`config.mk`:
```
export PLATFORM = sky130hd
export DESIGN_NAME = cms_top
export DESIGN_NICKNAME = d
export VERILOG_FILES = /design/src/design/cms_pkg.sv /design/src/design/cms_sync.sv /design/src/design/cms_top.sv
export SDC_FILE = /design/constraint.sdc
export NUM_CORES = 1
export LEC_CHECK = 0
export ABC_CLOCK_PERIOD_IN_PS = 2710
export BUFFER_PORTS_ARGS = -buffer_cell sky130_fd_sc_hd__buf_4
export CAP_MARGIN = 0
export CORE_MARGIN = 2
export CORE_UTILIZATION = 40
export CTS_BUF_LIST = sky130_fd_sc_hd__clkbuf_4 sky130_fd_sc_hd__clkbuf_8 sky130_fd_sc_hd__clkbuf_16
export DETAILED_ROUTE_END_ITERATION = 7
export GPL_ROUTABILITY_DRIVEN = 0
export HOLD_SLACK_MARGIN = 0.15
export SLEW_MARGIN = 20
export SYNTH_ARGS = -nofsm -noshare
export SYNTH_HDL_FRONTEND = slang
export SYNTH_SLANG_ARGS = --single-unit
```
`constraint.sdc`:
```
create_clock -name CLK_SYS -period 2.71 [get_ports CLK_SYS]
set_clock_uncertainty 0.1 [all_clocks]
set_input_delay 0.1355 -clock CLK_SYS [delete_from_list [all_inputs] [get_ports CLK_SYS]]
set_output_delay 0.1355 -clock CLK_SYS [all_outputs]
set_load 0.02 [all_outputs]
```
`src/design/cms_pkg.sv`:
```
// Constants, types and register map of the charge mode select block
//------------------------------------------------------------
//------------------------------------------------------------
package cms_pkg;
	// Clock rate and times
	localparam int CLK_KHZ = 50000;
	localparam int PW_IDLE_MS = 15000;
	localparam int LOAD_ON_MS = 200;
	localparam int LOAD_OFF_MS = 3000;
	localparam int REATTACH_MS = 2000;
	localparam int MODE_DISCH_MS = 100;
	localparam int CNT_W = 30;

	// Register offsets
	localparam logic [7:0] REG_CTRL = 8'h00;
	localparam logic [7:0] REG_STATE = 8'h04;
	localparam logic [7:0] REG_IRQ_STAT = 8'h08;
	localparam logic [7:0] REG_IRQ_MASK = 8'h0C;

	// Field positions
	localparam int CTRL_OVR_BIT = 0;
	localparam int CTRL_PIN_LSB = 1;
	localparam int ST_MODE_LSB = 0;
	localparam int ST_LIM_LSB = 4;
	localparam int ST_STATUS_BIT = 8;
	localparam int ST_DISCH_BIT = 9;
	localparam int ST_DATA_BIT = 10;
	localparam int ST_PW_LSB = 12;
	localparam int IRQ_LOAD_ON = 0;
	localparam int IRQ_LOAD_OFF = 1;
	localparam int IRQ_MODE = 2;
	localparam int IRQ_W = 3;

	// Charging modes, Gray coded along the usual path
	typedef enum logic [2:0] {
		MD_DISCH = 3'h0,
		MD_AUTO = 3'h1,
		MD_PLAIN = 3'h3,
		MD_ALT = 3'h2,
		MD_CDP = 3'h6,
		MD_SHORT = 3'h7,
		MD_DIV1 = 3'h5
	} cms_mode_e;

	// Current limit source
	typedef enum logic [1:0] {
		LIM_NONE = 2'h0,
		LIM_LOWER = 2'h1,
		LIM_UPPER = 2'h3,
		LIM_STANDBY = 2'h2
	} cms_lim_e;

	// Load detect flavour
	typedef enum logic [1:0] {
		LD_OFF = 2'h0,
		LD_PW = 2'h1,
		LD_NPW = 2'h3
	} cms_ld_e;

	// Power wake states
	typedef enum logic [1:0] {
		PW_CHG = 2'h0,
		PW_STBY = 2'h1,
		PW_REDIS = 2'h3
	} cms_pw_e;

	typedef struct packed {
		logic mode_sel_a;
		logic mode_sel_b;
		logic mode_sel_c;
		logic limit_choice;
	} cms_pins_s;

	typedef struct packed {
		logic load_hi;
		logic load_lo;
		logic pw_low;
		logic stby_over;
		logic pri_det;
		logic hid_det;
	} cms_ana_s;

	typedef struct packed {
		cms_mode_e mode;
		cms_lim_e lim;
		cms_ld_e ld;
	} cms_cfg_s;
endpackage

```
`src/design/cms_sync.sv`:
```
// Three stage input synchroniser with agreement filter
`timescale 1ns/1ns
module cms_sync #(
	parameter int W = 10
) (
	input wire logic CLK_SYS,
	input wire logic RST,
	input wire logic [W-1:0] D,
	output logic [W-1:0] Q
);
	genvar i;
	//------------------------------------------------------------
	// Per bit chain
	//------------------------------------------------------------
	generate
		for (i = 0; i < W; i++) begin : g_bit
			logic s1_r;
			logic s2_r;
			logic s3_r;
			// First stage read only by the second
			always_ff @(posedge CLK_SYS) begin
				if (RST) begin
					s1_r <= 1'b0;
					s2_r <= 1'b0;
					s3_r <= 1'b0;
					Q[i] <= 1'b0;
				end else begin
					s1_r <= D[i];
					s2_r <= s1_r;
					s3_r <= s2_r;
					if (s2_r == s3_r) begin
						Q[i] <= s3_r; // Change counts once two stages agree
					end
				end
			end
		end
	endgenerate
endmodule

```
`src/design/cms_top.sv`:
```
// Charge mode decode, load detect and register slave
`timescale 1ns/1ns
module cms_top #(
	parameter logic [cms_pkg::CNT_W-1:0] T_ON_CYC =
		cms_pkg::CNT_W'(cms_pkg::LOAD_ON_MS * cms_pkg::CLK_KHZ),
	parameter logic [cms_pkg::CNT_W-1:0] T_OFF_CYC =
		cms_pkg::CNT_W'(cms_pkg::LOAD_OFF_MS * cms_pkg::CLK_KHZ),
	parameter logic [cms_pkg::CNT_W-1:0] T_IDLE_CYC =
		cms_pkg::CNT_W'(cms_pkg::PW_IDLE_MS * cms_pkg::CLK_KHZ),
	parameter logic [cms_pkg::CNT_W-1:0] T_REAT_CYC =
		cms_pkg::CNT_W'(cms_pkg::REATTACH_MS * cms_pkg::CLK_KHZ),
	parameter logic [cms_pkg::CNT_W-1:0] T_MDIS_CYC =
		cms_pkg::CNT_W'(cms_pkg::MODE_DISCH_MS * cms_pkg::CLK_KHZ)
) (
	input wire logic CLK_SYS,
	input wire logic RST,
	input wire logic MODE_SEL_A,
	input wire logic MODE_SEL_B,
	input wire logic MODE_SEL_C,
	input wire logic LIMIT_CHOICE,
	input wire logic LOAD_HI,
	input wire logic LOAD_LO,
	input wire logic PW_LOW,
	input wire logic STBY_OVER,
	input wire logic PRI_DET,
	input wire logic HID_DET,
	input wire logic PSEL,
	input wire logic PENABLE,
	input wire logic PWRITE,
	input wire logic [7:0] PADDR,
	input wire logic [31:0] PWDATA,
	output logic [31:0] PRDATA,
	output logic PREADY,
	output logic PSLVERR,
	output logic STATUS_N,
	output logic DATA_SW_EN,
	output logic PWR_SW_EN,
	output logic DISCH_EN,
	output logic [1:0] ILIM_SRC,
	output logic [2:0] CHG_MODE,
	output logic IRQ
);
	localparam logic [cms_pkg::CNT_W-1:0] CNT_ZERO = '0;
	localparam logic [cms_pkg::CNT_W-1:0] CNT_ONE = cms_pkg::CNT_W'(1);

	cms_pkg::cms_pins_s pins_raw;
	cms_pkg::cms_pins_s pins_sync;
	cms_pkg::cms_pins_s pins_eff;
	cms_pkg::cms_ana_s ana_raw;
	cms_pkg::cms_ana_s ana;
	cms_pkg::cms_cfg_s want;
	cms_pkg::cms_cfg_s cur_r;
	cms_pkg::cms_pw_e pw_r;
	logic [2:0] cur_sel_r;
	logic [4:0] ctrl_r;
	logic [cms_pkg::IRQ_W-1:0] irq_stat_r;
	logic [cms_pkg::IRQ_W-1:0] irq_mask_r;
	logic [cms_pkg::IRQ_W-1:0] irq_set;
	logic [cms_pkg::CNT_W-1:0] dis_cnt_r;
	logic [cms_pkg::CNT_W-1:0] on_cnt_r;
	logic [cms_pkg::CNT_W-1:0] off_cnt_r;
	logic [cms_pkg::CNT_W-1:0] idle_cnt_r;
	logic load_r;
	logic load_prev_r;
	logic pri_prev_r;
	logic hid_seen_r;
	logic hold_req;
	logic change;
	logic mode_evt;
	logic discharging;
	logic go_redis;
	logic wr_en;
	logic rd_setup;
	logic hit;
	logic [31:0] rd_nxt;
	cms_pkg::cms_lim_e lim_nxt;

	//------------------------------------------------------------
	// Input synchronisers
	//------------------------------------------------------------
	// Pins and comparator flags come from outside this clock
	assign pins_raw = {MODE_SEL_A, MODE_SEL_B, MODE_SEL_C, LIMIT_CHOICE};
	assign ana_raw = {LOAD_HI, LOAD_LO, PW_LOW, STBY_OVER, PRI_DET, HID_DET};

	cms_sync #(
		.W(10)
	) u_sync (
		.CLK_SYS(CLK_SYS),
		.RST(RST),
		.D({pins_raw, ana_raw}),
		.Q({pins_sync, ana})
	);

	// Software may take over the select pins for bring-up
	assign pins_eff = ctrl_r[cms_pkg::CTRL_OVR_BIT] ?
		cms_pkg::cms_pins_s'(ctrl_r[cms_pkg::CTRL_PIN_LSB +: 4]) : pins_sync;

	//------------------------------------------------------------
	// Mode decode
	//------------------------------------------------------------
	// Full case over all eight select patterns
	always_comb begin
		want = '{cms_pkg::MD_DISCH, cms_pkg::LIM_NONE, cms_pkg::LD_OFF};
		lim_nxt = pins_eff.limit_choice ? cms_pkg::LIM_UPPER : cms_pkg::LIM_LOWER;
		case ({pins_eff.mode_sel_a, pins_eff.mode_sel_b, pins_eff.mode_sel_c})
			3'h0: begin
				want = '{cms_pkg::MD_DISCH, cms_pkg::LIM_NONE, cms_pkg::LD_OFF};
			end
			3'h1: begin
				want.mode = cms_pkg::MD_AUTO;
				want.lim = cms_pkg::LIM_UPPER;
				want.ld = pins_eff.limit_choice ? cms_pkg::LD_PW : cms_pkg::LD_OFF;
			end
			3'h3: begin
				want.mode = cms_pkg::MD_AUTO;
				want.lim = cms_pkg::LIM_UPPER;
				want.ld = pins_eff.limit_choice ? cms_pkg::LD_NPW : cms_pkg::LD_OFF;
			end
			3'h2, 3'h6: begin
				want = '{cms_pkg::MD_PLAIN, lim_nxt, cms_pkg::LD_OFF};
			end
			3'h4: begin
				want = '{cms_pkg::MD_SHORT, lim_nxt, cms_pkg::LD_OFF};
			end
			3'h5: begin
				want = '{cms_pkg::MD_DIV1, lim_nxt, cms_pkg::LD_OFF};
			end
			3'h7: begin
				if (pins_eff.limit_choice) begin
					want = '{cms_pkg::MD_CDP, cms_pkg::LIM_UPPER, cms_pkg::LD_NPW};
				end else begin
					want = '{cms_pkg::MD_ALT, cms_pkg::LIM_LOWER, cms_pkg::LD_OFF};
				end
			end
			default: begin
				want = '{cms_pkg::MD_DISCH, cms_pkg::LIM_NONE, cms_pkg::LD_OFF};
			end
		endcase
	end

	// Keep data path when a keyboard or mouse was seen and auto is asked
	// Only 111->011 and 010->011 qualify; 110 may pass through 111
	assign hold_req = hid_seen_r &&
		({pins_eff.mode_sel_a, pins_eff.mode_sel_b, pins_eff.mode_sel_c} == 3'h3) &&
		((cur_sel_r == 3'h7) || (cur_sel_r == 3'h2));

	// Alt data and charging downstream swap without discharge
	assign change = !hold_req && (want.mode != cur_r.mode) &&
		!(((want.mode == cms_pkg::MD_ALT) && (cur_r.mode == cms_pkg::MD_CDP)) ||
		((want.mode == cms_pkg::MD_CDP) && (cur_r.mode == cms_pkg::MD_ALT)));

	//------------------------------------------------------------
	// Current mode register
	//------------------------------------------------------------
	// Mode follows pins at once unless hold_req; no power state involved
	always_ff @(posedge CLK_SYS) begin
		if (RST) begin
			cur_r <= '{cms_pkg::MD_DISCH, cms_pkg::LIM_NONE, cms_pkg::LD_OFF};
			cur_sel_r <= 3'h0;
			mode_evt <= 1'b0;
		end else begin
			mode_evt <= !hold_req && (want.mode != cur_r.mode);
			if (!hold_req) begin
				cur_r <= want;
				cur_sel_r <= {pins_eff.mode_sel_a, pins_eff.mode_sel_b, pins_eff.mode_sel_c};
			end
		end
	end

	// Remember an attached keyboard or mouse while data lines are live
	always_ff @(posedge CLK_SYS) begin
		if (RST) begin
			hid_seen_r <= 1'b0;
		end else if ((cur_r.mode == cms_pkg::MD_PLAIN) || (cur_r.mode == cms_pkg::MD_CDP) ||
			(cur_r.mode == cms_pkg::MD_ALT)) begin
			hid_seen_r <= ana.hid_det;
		end else if (!hold_req) begin
			hid_seen_r <= 1'b0;
		end
	end

	//------------------------------------------------------------
	// Output discharge timer
	//------------------------------------------------------------
	// Mode change renegotiates; re-attach holds discharge for T_REAT_CYC
	always_ff @(posedge CLK_SYS) begin
		if (RST) begin
			dis_cnt_r <= CNT_ZERO;
		end else if (change) begin
			dis_cnt_r <= T_MDIS_CYC;
		end else if (go_redis) begin
			dis_cnt_r <= T_REAT_CYC;
		end else if (dis_cnt_r != CNT_ZERO) begin
			dis_cnt_r <= dis_cnt_r - CNT_ONE;
		end
	end

	assign discharging = (dis_cnt_r != CNT_ZERO) || (cur_r.mode == cms_pkg::MD_DISCH);

	//------------------------------------------------------------
	// Power wake state machine
	//------------------------------------------------------------
	assign go_redis = (pw_r == cms_pkg::PW_STBY) && ana.stby_over && (cur_r.ld == cms_pkg::LD_PW);

	// Idle detect, standby limit and re-attach
	always_ff @(posedge CLK_SYS) begin
		if (RST) begin
			pw_r <= cms_pkg::PW_CHG;
			idle_cnt_r <= CNT_ZERO;
		end else if (cur_r.ld != cms_pkg::LD_PW) begin
			pw_r <= cms_pkg::PW_CHG;
			idle_cnt_r <= CNT_ZERO;
		end else begin
			case (pw_r)
				cms_pkg::PW_CHG: begin
					if (!ana.pw_low) begin
						idle_cnt_r <= CNT_ZERO;
					end else if (idle_cnt_r >= T_IDLE_CYC) begin
						pw_r <= cms_pkg::PW_STBY;
						idle_cnt_r <= CNT_ZERO;
					end else begin
						idle_cnt_r <= idle_cnt_r + CNT_ONE;
					end
				end
				cms_pkg::PW_STBY: begin
					if (go_redis) begin
						pw_r <= cms_pkg::PW_REDIS;
					end
				end
				cms_pkg::PW_REDIS: begin
					if (dis_cnt_r == CNT_ZERO) begin
						pw_r <= cms_pkg::PW_CHG;
					end
				end
				default: begin
					pw_r <= cms_pkg::PW_CHG;
				end
			endcase
		end
	end

	//------------------------------------------------------------
	// Load present detection
	//------------------------------------------------------------
	// Filters on lower limit plus 60mA and plus 10mA comparators
	always_ff @(posedge CLK_SYS) begin
		if (RST) begin
			on_cnt_r <= CNT_ZERO;
			off_cnt_r <= CNT_ZERO;
		end else begin
			on_cnt_r <= (ana.load_hi && !load_r) ? on_cnt_r + CNT_ONE : CNT_ZERO;
			off_cnt_r <= (ana.load_lo && load_r) ? off_cnt_r + CNT_ONE : CNT_ZERO;
		end
	end

	// Status level per load detect flavour
	always_ff @(posedge CLK_SYS) begin
		if (RST) begin
			load_r <= 1'b0;
			pri_prev_r <= 1'b0;
		end else begin
			pri_prev_r <= ana.pri_det;
			case (cur_r.ld)
				cms_pkg::LD_PW: begin
					load_r <= (pw_r != cms_pkg::PW_STBY) && !go_redis;
				end
				cms_pkg::LD_NPW: begin
					if ((cur_r.mode == cms_pkg::MD_CDP) && ana.pri_det && !pri_prev_r) begin
						load_r <= 1'b1;
					end else if (on_cnt_r >= T_ON_CYC) begin
						load_r <= 1'b1;
					end else if (off_cnt_r >= T_OFF_CYC) begin
						load_r <= 1'b0;
					end
				end
				default: begin
					load_r <= 1'b0;
				end
			endcase
		end
	end

	//------------------------------------------------------------
	// Port outputs
	//------------------------------------------------------------
	// All registered so pins never glitch on decode changes
	always_ff @(posedge CLK_SYS) begin
		if (RST) begin
			STATUS_N <= 1'b1;
			DATA_SW_EN <= 1'b0;
			PWR_SW_EN <= 1'b0;
			DISCH_EN <= 1'b1;
			ILIM_SRC <= cms_pkg::LIM_NONE;
			CHG_MODE <= cms_pkg::MD_DISCH;
		end else begin
			STATUS_N <= !load_r;
			DATA_SW_EN <= !discharging && ((cur_r.mode == cms_pkg::MD_PLAIN) ||
				(cur_r.mode == cms_pkg::MD_ALT) || (cur_r.mode == cms_pkg::MD_CDP));
			PWR_SW_EN <= !discharging;
			DISCH_EN <= discharging;
			CHG_MODE <= cur_r.mode;
			if (discharging) begin
				ILIM_SRC <= cms_pkg::LIM_NONE;
			end else if ((cur_r.ld == cms_pkg::LD_PW) && (pw_r == cms_pkg::PW_STBY)) begin
				ILIM_SRC <= cms_pkg::LIM_STANDBY;
			end else begin
				ILIM_SRC <= cur_r.lim;
			end
		end
	end

	//------------------------------------------------------------
	// Interrupts
	//------------------------------------------------------------
	always_ff @(posedge CLK_SYS) begin
		if (RST) begin
			load_prev_r <= 1'b0;
		end else begin
			load_prev_r <= load_r;
		end
	end

	assign irq_set[cms_pkg::IRQ_LOAD_ON] = load_r && !load_prev_r;
	assign irq_set[cms_pkg::IRQ_LOAD_OFF] = !load_r && load_prev_r;
	assign irq_set[cms_pkg::IRQ_MODE] = mode_evt;

	// Write one clears; a new event in the same cycle wins
	always_ff @(posedge CLK_SYS) begin
		if (RST) begin
			irq_stat_r <= '0;
		end else if (wr_en && (PADDR == cms_pkg::REG_IRQ_STAT)) begin
			irq_stat_r <= (irq_stat_r & ~PWDATA[cms_pkg::IRQ_W-1:0]) | irq_set;
		end else begin
			irq_stat_r <= irq_stat_r | irq_set;
		end
	end

	assign IRQ = |(irq_stat_r & irq_mask_r);

	//------------------------------------------------------------
	// APB slave
	//------------------------------------------------------------
	// Zero wait states: data is fetched in the setup cycle
	assign wr_en = PSEL && PENABLE && PWRITE;
	assign rd_setup = PSEL && !PENABLE && !PWRITE;
	assign hit = (PADDR == cms_pkg::REG_CTRL) || (PADDR == cms_pkg::REG_STATE) ||
		(PADDR == cms_pkg::REG_IRQ_STAT) || (PADDR == cms_pkg::REG_IRQ_MASK);
	assign PREADY = 1'b1;
	assign PSLVERR = PSEL && PENABLE && !hit;

	// Writable registers
	always_ff @(posedge CLK_SYS) begin
		if (RST) begin
			ctrl_r <= '0;
			irq_mask_r <= '0;
		end else if (wr_en) begin
			if (PADDR == cms_pkg::REG_CTRL) begin
				ctrl_r <= PWDATA[4:0];
			end
			if (PADDR == cms_pkg::REG_IRQ_MASK) begin
				irq_mask_r <= PWDATA[cms_pkg::IRQ_W-1:0];
			end
		end
	end

	// Read mux; unmapped words read zero
	always_comb begin
		rd_nxt = 32'h0;
		case (PADDR)
			cms_pkg::REG_CTRL: begin
				rd_nxt[4:0] = ctrl_r;
			end
			cms_pkg::REG_STATE: begin
				rd_nxt[cms_pkg::ST_MODE_LSB +: 3] = cur_r.mode;
				rd_nxt[cms_pkg::ST_LIM_LSB +: 2] = ILIM_SRC;
				rd_nxt[cms_pkg::ST_STATUS_BIT] = load_r;
				rd_nxt[cms_pkg::ST_DISCH_BIT] = discharging;
				rd_nxt[cms_pkg::ST_DATA_BIT] = DATA_SW_EN;
				rd_nxt[cms_pkg::ST_PW_LSB +: 2] = pw_r;
			end
			cms_pkg::REG_IRQ_STAT: begin
				rd_nxt[cms_pkg::IRQ_W-1:0] = irq_stat_r;
			end
			cms_pkg::REG_IRQ_MASK: begin
				rd_nxt[cms_pkg::IRQ_W-1:0] = irq_mask_r;
			end
			default: begin
				rd_nxt = 32'h0;
			end
		endcase
	end

	// Read data register
	always_ff @(posedge CLK_SYS) begin
		if (RST) begin
			PRDATA <= 32'h0;
		end else if (rd_setup) begin
			PRDATA <= rd_nxt;
		end
	end
endmodule

```
# Yosys cells after proc, flatten, opt, wreduce, memory -nomap -nowiden
# Index checks and enable logic that the tools add are counted.
# word_totals
ff_bits	208
in_bits	55
output_inout_bits	44
wordCells	214
# op_classes
addsub	4
n_lt_le_gt_ge	3
n_eq_ne	40
n_mux	30
n_bitwise	7
reduce_logical	63
# ops
op	count
30-bit by 1-bit adder with 30-bit output, second input constant	3
30-bit 2-to-1 mux	2
27-bit 2-to-1 mux	2
7-bit case mux with 7 select lines	1
30-bit by 24-bit >= comparator with 1-bit output, second input constant	1
30-bit by 28-bit >= comparator with 1-bit output, second input constant	1
30-bit >= comparator, second input constant	1
30-bit zero test	1
30-bit nonzero test	1
30-bit by 1-bit subtractor with 30-bit output, second input constant	1
1-bit logical AND	23
23-bit 2-to-1 mux	1
3-bit equality test, second input constant	7
3-bit by 2-bit equality test with 1-bit output, second input constant	6
8-bit by 4-bit equality test with 1-bit output, second input constant	2
2-bit 2-to-1 mux	8
3-bit case mux with 4 select lines	1
2-bit OR reduction	6
1-bit equality test	10
1-bit zero test	10
1-bit logical OR	10
3-bit OR reduction	3
8-bit by 3-bit equality test with 1-bit output, second input constant	1
8-bit zero test	1
other kinds (23)	44

# Longest topological paths before layout
# Gate-level depths: netlist of the first run.
# logic_depth
word_depth	10
mapped_depth	9
ltp_nobuf	7

# Modules after synthesis
# A second synthesis of the first run with hierarchy kept.
# hier_totals
cells_unflattened	1102
area_unflattened_um2	9487.8
# modules_own_cells
mod	instances	cells_per_inst	area_per_inst_um2	seq_area_each_um2
cms_top	1	998	8341.8	3363.2
cms_sync	1	104	1146.1	800.8

# Worst setup path after synthesis of the first run
# No wires, ideal clock.
# synth_path
path_type	register to register
from	reg ctrl_r[0]
to	reg dis_cnt_r[23] (netlist bit)
setup_ns	0.088
t_arrival_ns	2.214
required_time_ns	2.522
path_slack_ns	0.308
stages_incl_launch_ff	8
path_buffers	2
synth_period_minus_slack_ns	2.402
cell_sequence	dfxtp_1 -> buf_6 -> mux2i_1 -> nand3_1 -> mux4_2 -> o32a_1 -> buf_6 -> a311oi_2
# synth_via
elab_chain_cells	10
word_cells_on_any_way	25
classes_between	eq/ne (10); mux (3); reduce/logical (12)
# synth_lines
element	line	source
start, declared	cms_top.sv:55	logic [4:0] ctrl_r;
start signal, assigned	cms_top.sv:358	ctrl_r <= PWDATA[4:0];
4-bit 2-to-1 mux *	cms_top.sv:95	assign pins_eff = ctrl_r[cms_pkg::CTRL_OVR_BIT] ?
3-bit by 2-bit equality test with 1-bit output or 3-bit equality test (tied branches)	cms_top.sv:105	case ({pins_eff.mode_sel_a, pins_eff.mode_sel_b, pins_eff.mode_sel_c})
2-bit OR reduction	cms_top.sv:105	
7-bit case mux with 7 select lines	cms_top.sv:105	
3-bit by 2-bit equality test with 1-bit output or 3-bit equality test (tied branches)	cms_top.sv:149, cms_top.sv:150	
1-bit logical AND, on equally long branches	cms_top.sv:149, cms_top.sv:150	
1-bit logical OR	cms_top.sv:149	!(((want.mode == cms_pkg::MD_ALT) && (cur_r.mode == cms_pkg::MD_CDP)) ||
1-bit zero test	cms_top.sv:149	
1-bit logical AND *	cms_top.sv:148	assign change = !hold_req && (want.mode != cur_r.mode) &&
2-bit OR reduction (no line) *	--	
end signal, assigned	cms_top.sv:194	dis_cnt_r <= dis_cnt_r - CNT_ONE;
end, declared	cms_top.sv:59	logic [cms_pkg::CNT_W-1:0] dis_cnt_r;
# Mark *: on every way between the ends. The rest lies on a longest branch, timed or not.
# A chain may end at the register's enable or synchronous reset.

# Worst setup path in the final report of the first run
# layout_path
from	in PWRITE
to	reg ctrl_r[4]
# layout_via
elab_chain_cells	2
# layout_lines
element	line	source
start, declared	cms_top.sv:29	input wire logic PWRITE,
1-bit logical AND	cms_top.sv:344	assign wr_en = PSEL && PENABLE && PWRITE;
2-bit AND reduction (no line)	--	
# No other way between the ends.

==> metrics.txt, run 1 <==
Largest stage delay, worst path=580 ps; starting density of the core=40.9%; # nets final=1,270; Root Buffer=clkbuf_16; CP delay by family, top=buffers and inverters; Area Overhead vs Synth=21.5%; die extent in y=159 um; post-route worst setup slack=78.2 ps; WHS=200 ps; CTS sink cnt=208; Slew @ Worst Pin=654 ps; grt ovf=0; fin cells=1,544; Final Setup Violations=0; pre-CTS setup slack=39.6 ps; input/output buffers=49; Netlist cell types=76; clock latency on the worst-skew pair=520 ps; Period minus WS final=2630 ps; Finished Core Util=49.7%; drc violations=0; Post-DRT Antenna Nets=0; main flop type after synthesis=dfxtp_1; Synth area leaders=dfxtp_1, nor2_1, xnor2_1; Top-Level Pins=99; num rows=56; async set-reset flop share out of synthesis=0%; setup_tns=0 ps; number of synthesized flops with an enable pin=0; crit-path cells=dlygate4sd3_1 > buf_4 > and3_1 > or4b_4 > mux2i_1 > dlygate4sd3_1 > nor2_1 > dlygate4sd3_1; Seq/Total Area, Yosys=43.2%; most frequent cell on the critical path=dlygate4sd3_1; multi-input logic area=0.00503 mm^2; Avg Synthesized Cell Area=8.65 um^2; worst vdd ir=0.820 mV; WL/cell=14.5 um; Worst Setup End Kind=flop; fmax=380 MHz; CTS tree=yes; Hold WC Path Type=primary input to flop; Slowest cell on crit path=dlygate4sd3_1; status=complete, no violations; worst relative slew slack=56.1%; max-cap violation count=0; Worst Path Max Fanout=5; clock buffer count from CTS=24; DPL Wire Length=14,800 um; Die W=159 um; Worst setup SP type=primary input; CP Data Arrival Time=2930 ps; cell taking the most area after synthesis=dfxtp_1; initial antenna violation count=0; most common cell in the netlist=dfxtp_1; vias in the first global route=7,555; Mapped Cells=1,114; fin crit share=97.1%; TritonRoute pass-1 iters=6; Detailed Route Iter0 Violations=505; drt via density=5.28; Fin. Hold Viols=0; DRT Wirelength=22,400 um; WS Path Type=primary input to flop; GRT Total Usage=17.3%; Static Leak=4.11 nW; mapped cell area=0.00964 mm^2; fin. max-slew vios=0; core area=0.0235 mm^2; Worst-path clk slew=60 ps; PD cells=769 mW/mm^2; Vias=8,156; # fillers=2,256; top-area cell type share of the netlist area=43.2%; WP data required=3010 ps; share of post-route cells with drive strength above 1=13.6%; RSZ-0062 raised after global routing=false; buffer depth of the longest clock path=3; number of synthesized register bits=208; die area=0.0254 mm^2; # diodes=0; Placed Instances=1,464; largest net degree at the start of global routing=63; CP bufs+invs=4; Syn. warnings=0; first-pass GRT wire length=37,800 um; Register Area=0.00417 mm^2; Max H-tree Level=1; Post-synth top cells=dfxtp_1, nor2_1, nand2_1, nand3_1, clkbuf_1
## timing repair
item / in CTS / in global routing
pin swaps: 0 / 0
resized for setup: 1 / 3
hold endpoints to repair: 57 / 0
setup endpoints to repair: 1 / 25
setup buffers: 0 / 0
hold buffers: 36 / 0
## worst reg2reg max path, stage by stage, from the launching register on
cell     delay (ps)
dfxtp_2         430
mux2i_2         320
nand3_1         170
mux4_2          530
o32a_1          360
buf_4           220
nor4b_1         300
## sequential cells by signal, indices dropped and copies added, names as in the netlist, 2 cells and up
register and count:
dis_cnt_r 30, idle_cnt_r 30, off_cnt_r 30, on_cnt_r 30, PRDATA 11, u_sync.Q 10, u_sync.g_bit.s1_r 10, u_sync.g_bit.s2_r 10
u_sync.g_bit.s3_r 10, cur_r 7, ctrl_r 5, CHG_MODE 3, cur_sel_r 3, irq_mask_r 3, irq_stat_r 3, ILIM_SRC 2
pw_r 2
## path summary, 6_finish.rpt
kind	from	slack (ps)	to	depth (start not counted)
worst min-delay path	PADDR[0]	200	ctrl_r[0]	6
worst max-delay path	PWRITE	80	ctrl_r[4]	8
worst min register to register	mode_evt	320	irq_stat_r[2]	2
worst max register to register	ctrl_r[0]	180	dis_cnt_r[26]	6
## layout by cell type, fill, tap and decap left out, types with 11 or more instances in the layout
master | Yosys | layout
xor2_1 | 23 | 23
nor2b_1 | 38 | 38
a211oi_1 | 18 | 18
or4_1 | 13 | 13
dlygate4sd3_1 | 0 | 36
o21ai_0 | 30 | 30
buf_4 | 22 | 91
nor3_1 | 38 | 38
nand3_1 | 64 | 64
nand2_1 | 91 | 91
inv_1 | 33 | 33
conb_1 | 2 | 22
dfxtp_1 | 208 | 207
o211ai_1 | 14 | 14
nor2_1 | 118 | 118
a31oi_1 | 12 | 12
and3_1 | 18 | 18
nand4_1 | 29 | 29
mux2i_1 | 20 | 18
a21oi_1 | 35 | 35
nor4_1 | 29 | 29
o31ai_1 | 11 | 11
or3_1 | 16 | 16
xnor2_1 | 46 | 46
clkbuf_16 | 0 | 24
## stage by stage
stage / area (um^2) / total power, mW
floorplan: 9720 / 4.84
global placement: 10400 / 5.30
detailed placement: 10400 / 5.31
CTS: 11700 / 9.09
global route: 11700 / 9.45
finish: 11700 / 9.01
## report_power, final
group	total (mW)	internal [mW]	switching, mW
Sequential	3.43	3.25	0.183
Clock	3.70	2.42	1.29
Combinational	1.88	0.845	1.03
## metal layers
metal  share of wire [%]  track usage (%)  vias to the layer above
met1                  50             24.7                     3829
met5                   0                0                        -
met3                 3.2             2.58                       41
li1                    -                -                     4152
met4                 2.3             4.50                        0
met2                  45             27.3                      134
## kinds of logic (layout without fill, tap and decap cells)
kind of cell | count (synthesis) | after routing | synth area share, %
simple gates | 508 | 508 | 27.5
flops | 208 | 208 | 43.2
compound gates | 178 | 178 | 13.0
buf+inv | 114 | 205 | 5.57
xor+xnor | 69 | 69 | 6.27
mux | 27 | 27 | 3.36
fa+ha+maj | 8 | 8 | 1.04
other cells | 2 | 22 | 0.0779
## final cells by class
type                    count  area share, %
multi-input cells         812           42.9
well taps                 319           3.41
flip-flops and latches    208           35.6
inverters                  33           1.06
clock inverters            14           2.28
repair buffers            128           9.08
clock buffers              30           5.67
(Power assumes the default switching activity.)
==> run 2: changes to the inputs <==
--- a/config.mk
+++ b/config.mk
@@ -12,4 +12,5 @@
 export CORE_UTILIZATION = 40
 export CTS_BUF_LIST = sky130_fd_sc_hd__clkbuf_4 sky130_fd_sc_hd__clkbuf_8 sky130_fd_sc_hd__clkbuf_16
+export CTS_CLUSTER_DIAMETER = 200
 export DETAILED_ROUTE_END_ITERATION = 7
 export GPL_ROUTABILITY_DRIVEN = 0
==> constraint.sdc (replaced) <==
create_clock -name CLK_SYS -period 2.71 [get_ports CLK_SYS]
set_clock_uncertainty 0.1 [all_clocks]
set_input_delay 0.542 -clock CLK_SYS [delete_from_list [all_inputs] [get_ports CLK_SYS]]
set_output_delay 0.542 -clock CLK_SYS [all_outputs]
set_load 0.02 [all_outputs]
==> run 2 against run 1 <==
Compared with the run above: worst hold slack worse by 36 ps; setup slack better by 120 ps; clock-buffer cell count down 3; sequential share of layout area up 1.5 points; via count up 0.25%; combinational power about the same; wire length down 0.75%; largest power group is now sequential cells.
==> metrics.txt, run 2 (same netlist as run 1, synthesis figures left out) <==
switching share of power=29.8%; Worst Path Max Fanout=22; Hold WC Path Type=primary input to flop; grt ovf=0; WS Path Type=flop to flop; Static Leak=3.91 nW; WP data required=3040 ps; input/output buffers=49; Worst-path clk slew=60 ps; Worst Setup End Kind=flop; starting density of the core=40.9%; CP Data Arrival Time=2840 ps; Die W=159 um; Detailed Route Iter0 Violations=585; max-cap violation count=0; core area=0.0235 mm^2; buffer depth of the longest clock path=3; clock latency on the worst-skew pair=520 ps; RSZ-0062 raised after global routing=false; Vias=8,176; CTS tree=yes; worst relative slew slack=55.1%; Finished Core Util=47.7%; placed instance area=0.0104 mm^2; post-route total power=8.30 mW; most common cell after layout, fill and taps aside=dfxtp_1; share of post-route cells with drive strength above 1=13.8%; largest net degree at the start of global routing=51; hold_sp=MODE_SEL_B; Clk pwr share=36.2%; status=complete, no violations; setup_tns=0 ps; leading cell types in the layout, fill and taps excluded=dfxtp_1, nor2_1, buf_4, nand2_1, nand3_1; Seq pwr share=41.3%; die extent in y=159 um; WL/cell=14.7 um; GRT Total Usage=17.0%; first-pass GRT wire length=37,100 um; fin cells=1,515; die area=0.0254 mm^2; TritonRoute pass-1 iters=5; Worst setup SP type=flop; Slew @ Worst Pin=668 ps; DPL Wire Length=15,000 um; fin crit share=92.7%; r2r startpoint=ctrl_r[0]; num rows=56; fin. max-slew vios=0; Int Pwr=5.83 mW; drt via density=5.40; Max H-tree Level=1; clock buffer count from CTS=23; CTS sink cnt=208; final instance area=0.0112 mm^2; initial antenna violation count=0; Fin. Hold Viols=0; # nets final=1,242; Area Overhead vs Synth=16.5%; setup bufs post-CTS=0; Final Setup Violations=0; fmax=398 MHz; crit path from=ctrl_r[0]; Top-Level Pins=99; P_sw=2.48 mW; PD cells=739 mW/mm^2; Post-DRT Antenna Nets=0; DRT Wirelength=22,200 um; Comb power frac=22.5%; Root Buffer=clkbuf_16; Placed Instances=1,465; worst vdd ir=0.714 mV; vias in the first global route=7,417; Period minus WS final=2510 ps; # diodes=0; drc violations=0
==> run 2: final cells by class <==
class | count | area [um^2]
fill | 2264 | 12300
multi-input combinational | 812 | 5020
sequential | 208 | 4170
timing repair buffer | 101 | 791
clock buffer | 27 | 624
tap | 319 | 399
inverter | 33 | 124
clock inverter | 15 | 106
==> run 2: power by group through the flow <==
stage | combinational (mW) | sequential [mW] | clock, mW
2_1_floorplan | 1.39 | 3.45 | 0
3_3_place_gp | 1.81 | 3.49 | 0
3_5_place_dp | 1.84 | 3.49 | 0
4_1_cts | 1.87 | 3.42 | 3.07
5_1_grt | 2.09 | 3.46 | 3.22
6_report | 1.87 | 3.43 | 3.01
==> run 2: worst max-delay path, cell delays in order, from the launching register on <==
cell and delay [ps]:
dfxtp_2 430, mux2i_1 340, nand3_1 170, mux4_2 530
o32a_1 410, buf_12 170, nor4b_1 260
==> run 2: path summary, 6_finish.rpt <==
| check | endpoint | cells past startpoint | slack (ps) |
|---|---|---|---|
| min reg2reg | irq_stat_r[2] | 2 | 330 |
| min | u_sync.g_bit[8].s1_r | 2 | 160 |
| max reg2reg | dis_cnt_r[26] | 6 | 200 |
| max | dis_cnt_r[26] | 6 | 200 |
==> run 2: repair_timing <==
action	4_1_cts	5_1_grt
hold buffers	8	0
endpoints found under the setup margin	0	15
hold endpoints to repair	8	0
resized for setup	0	3
==> run 2: per-stage QoR <==
| step | setup WS [ps] | hold WS [ps] |
|---|---|---|
| floorplan | 308 | 311 |
| global placement | 119 | 317 |
| detailed placement | 69.2 | 322 |
| CTS | 49.5 | 158 |
| global route | 54.9 | 158 |
| finish | 197 | 163 |
==> run 2: metal layers <==
layer,up-vias,GRT usage [%],routed length (um)
li1,4095,-,-
met1,3872,24.2,10700
met2,167,26.6,9910
met3,42,2.47,969
met4,0,5.58,622
met5,-,0,0
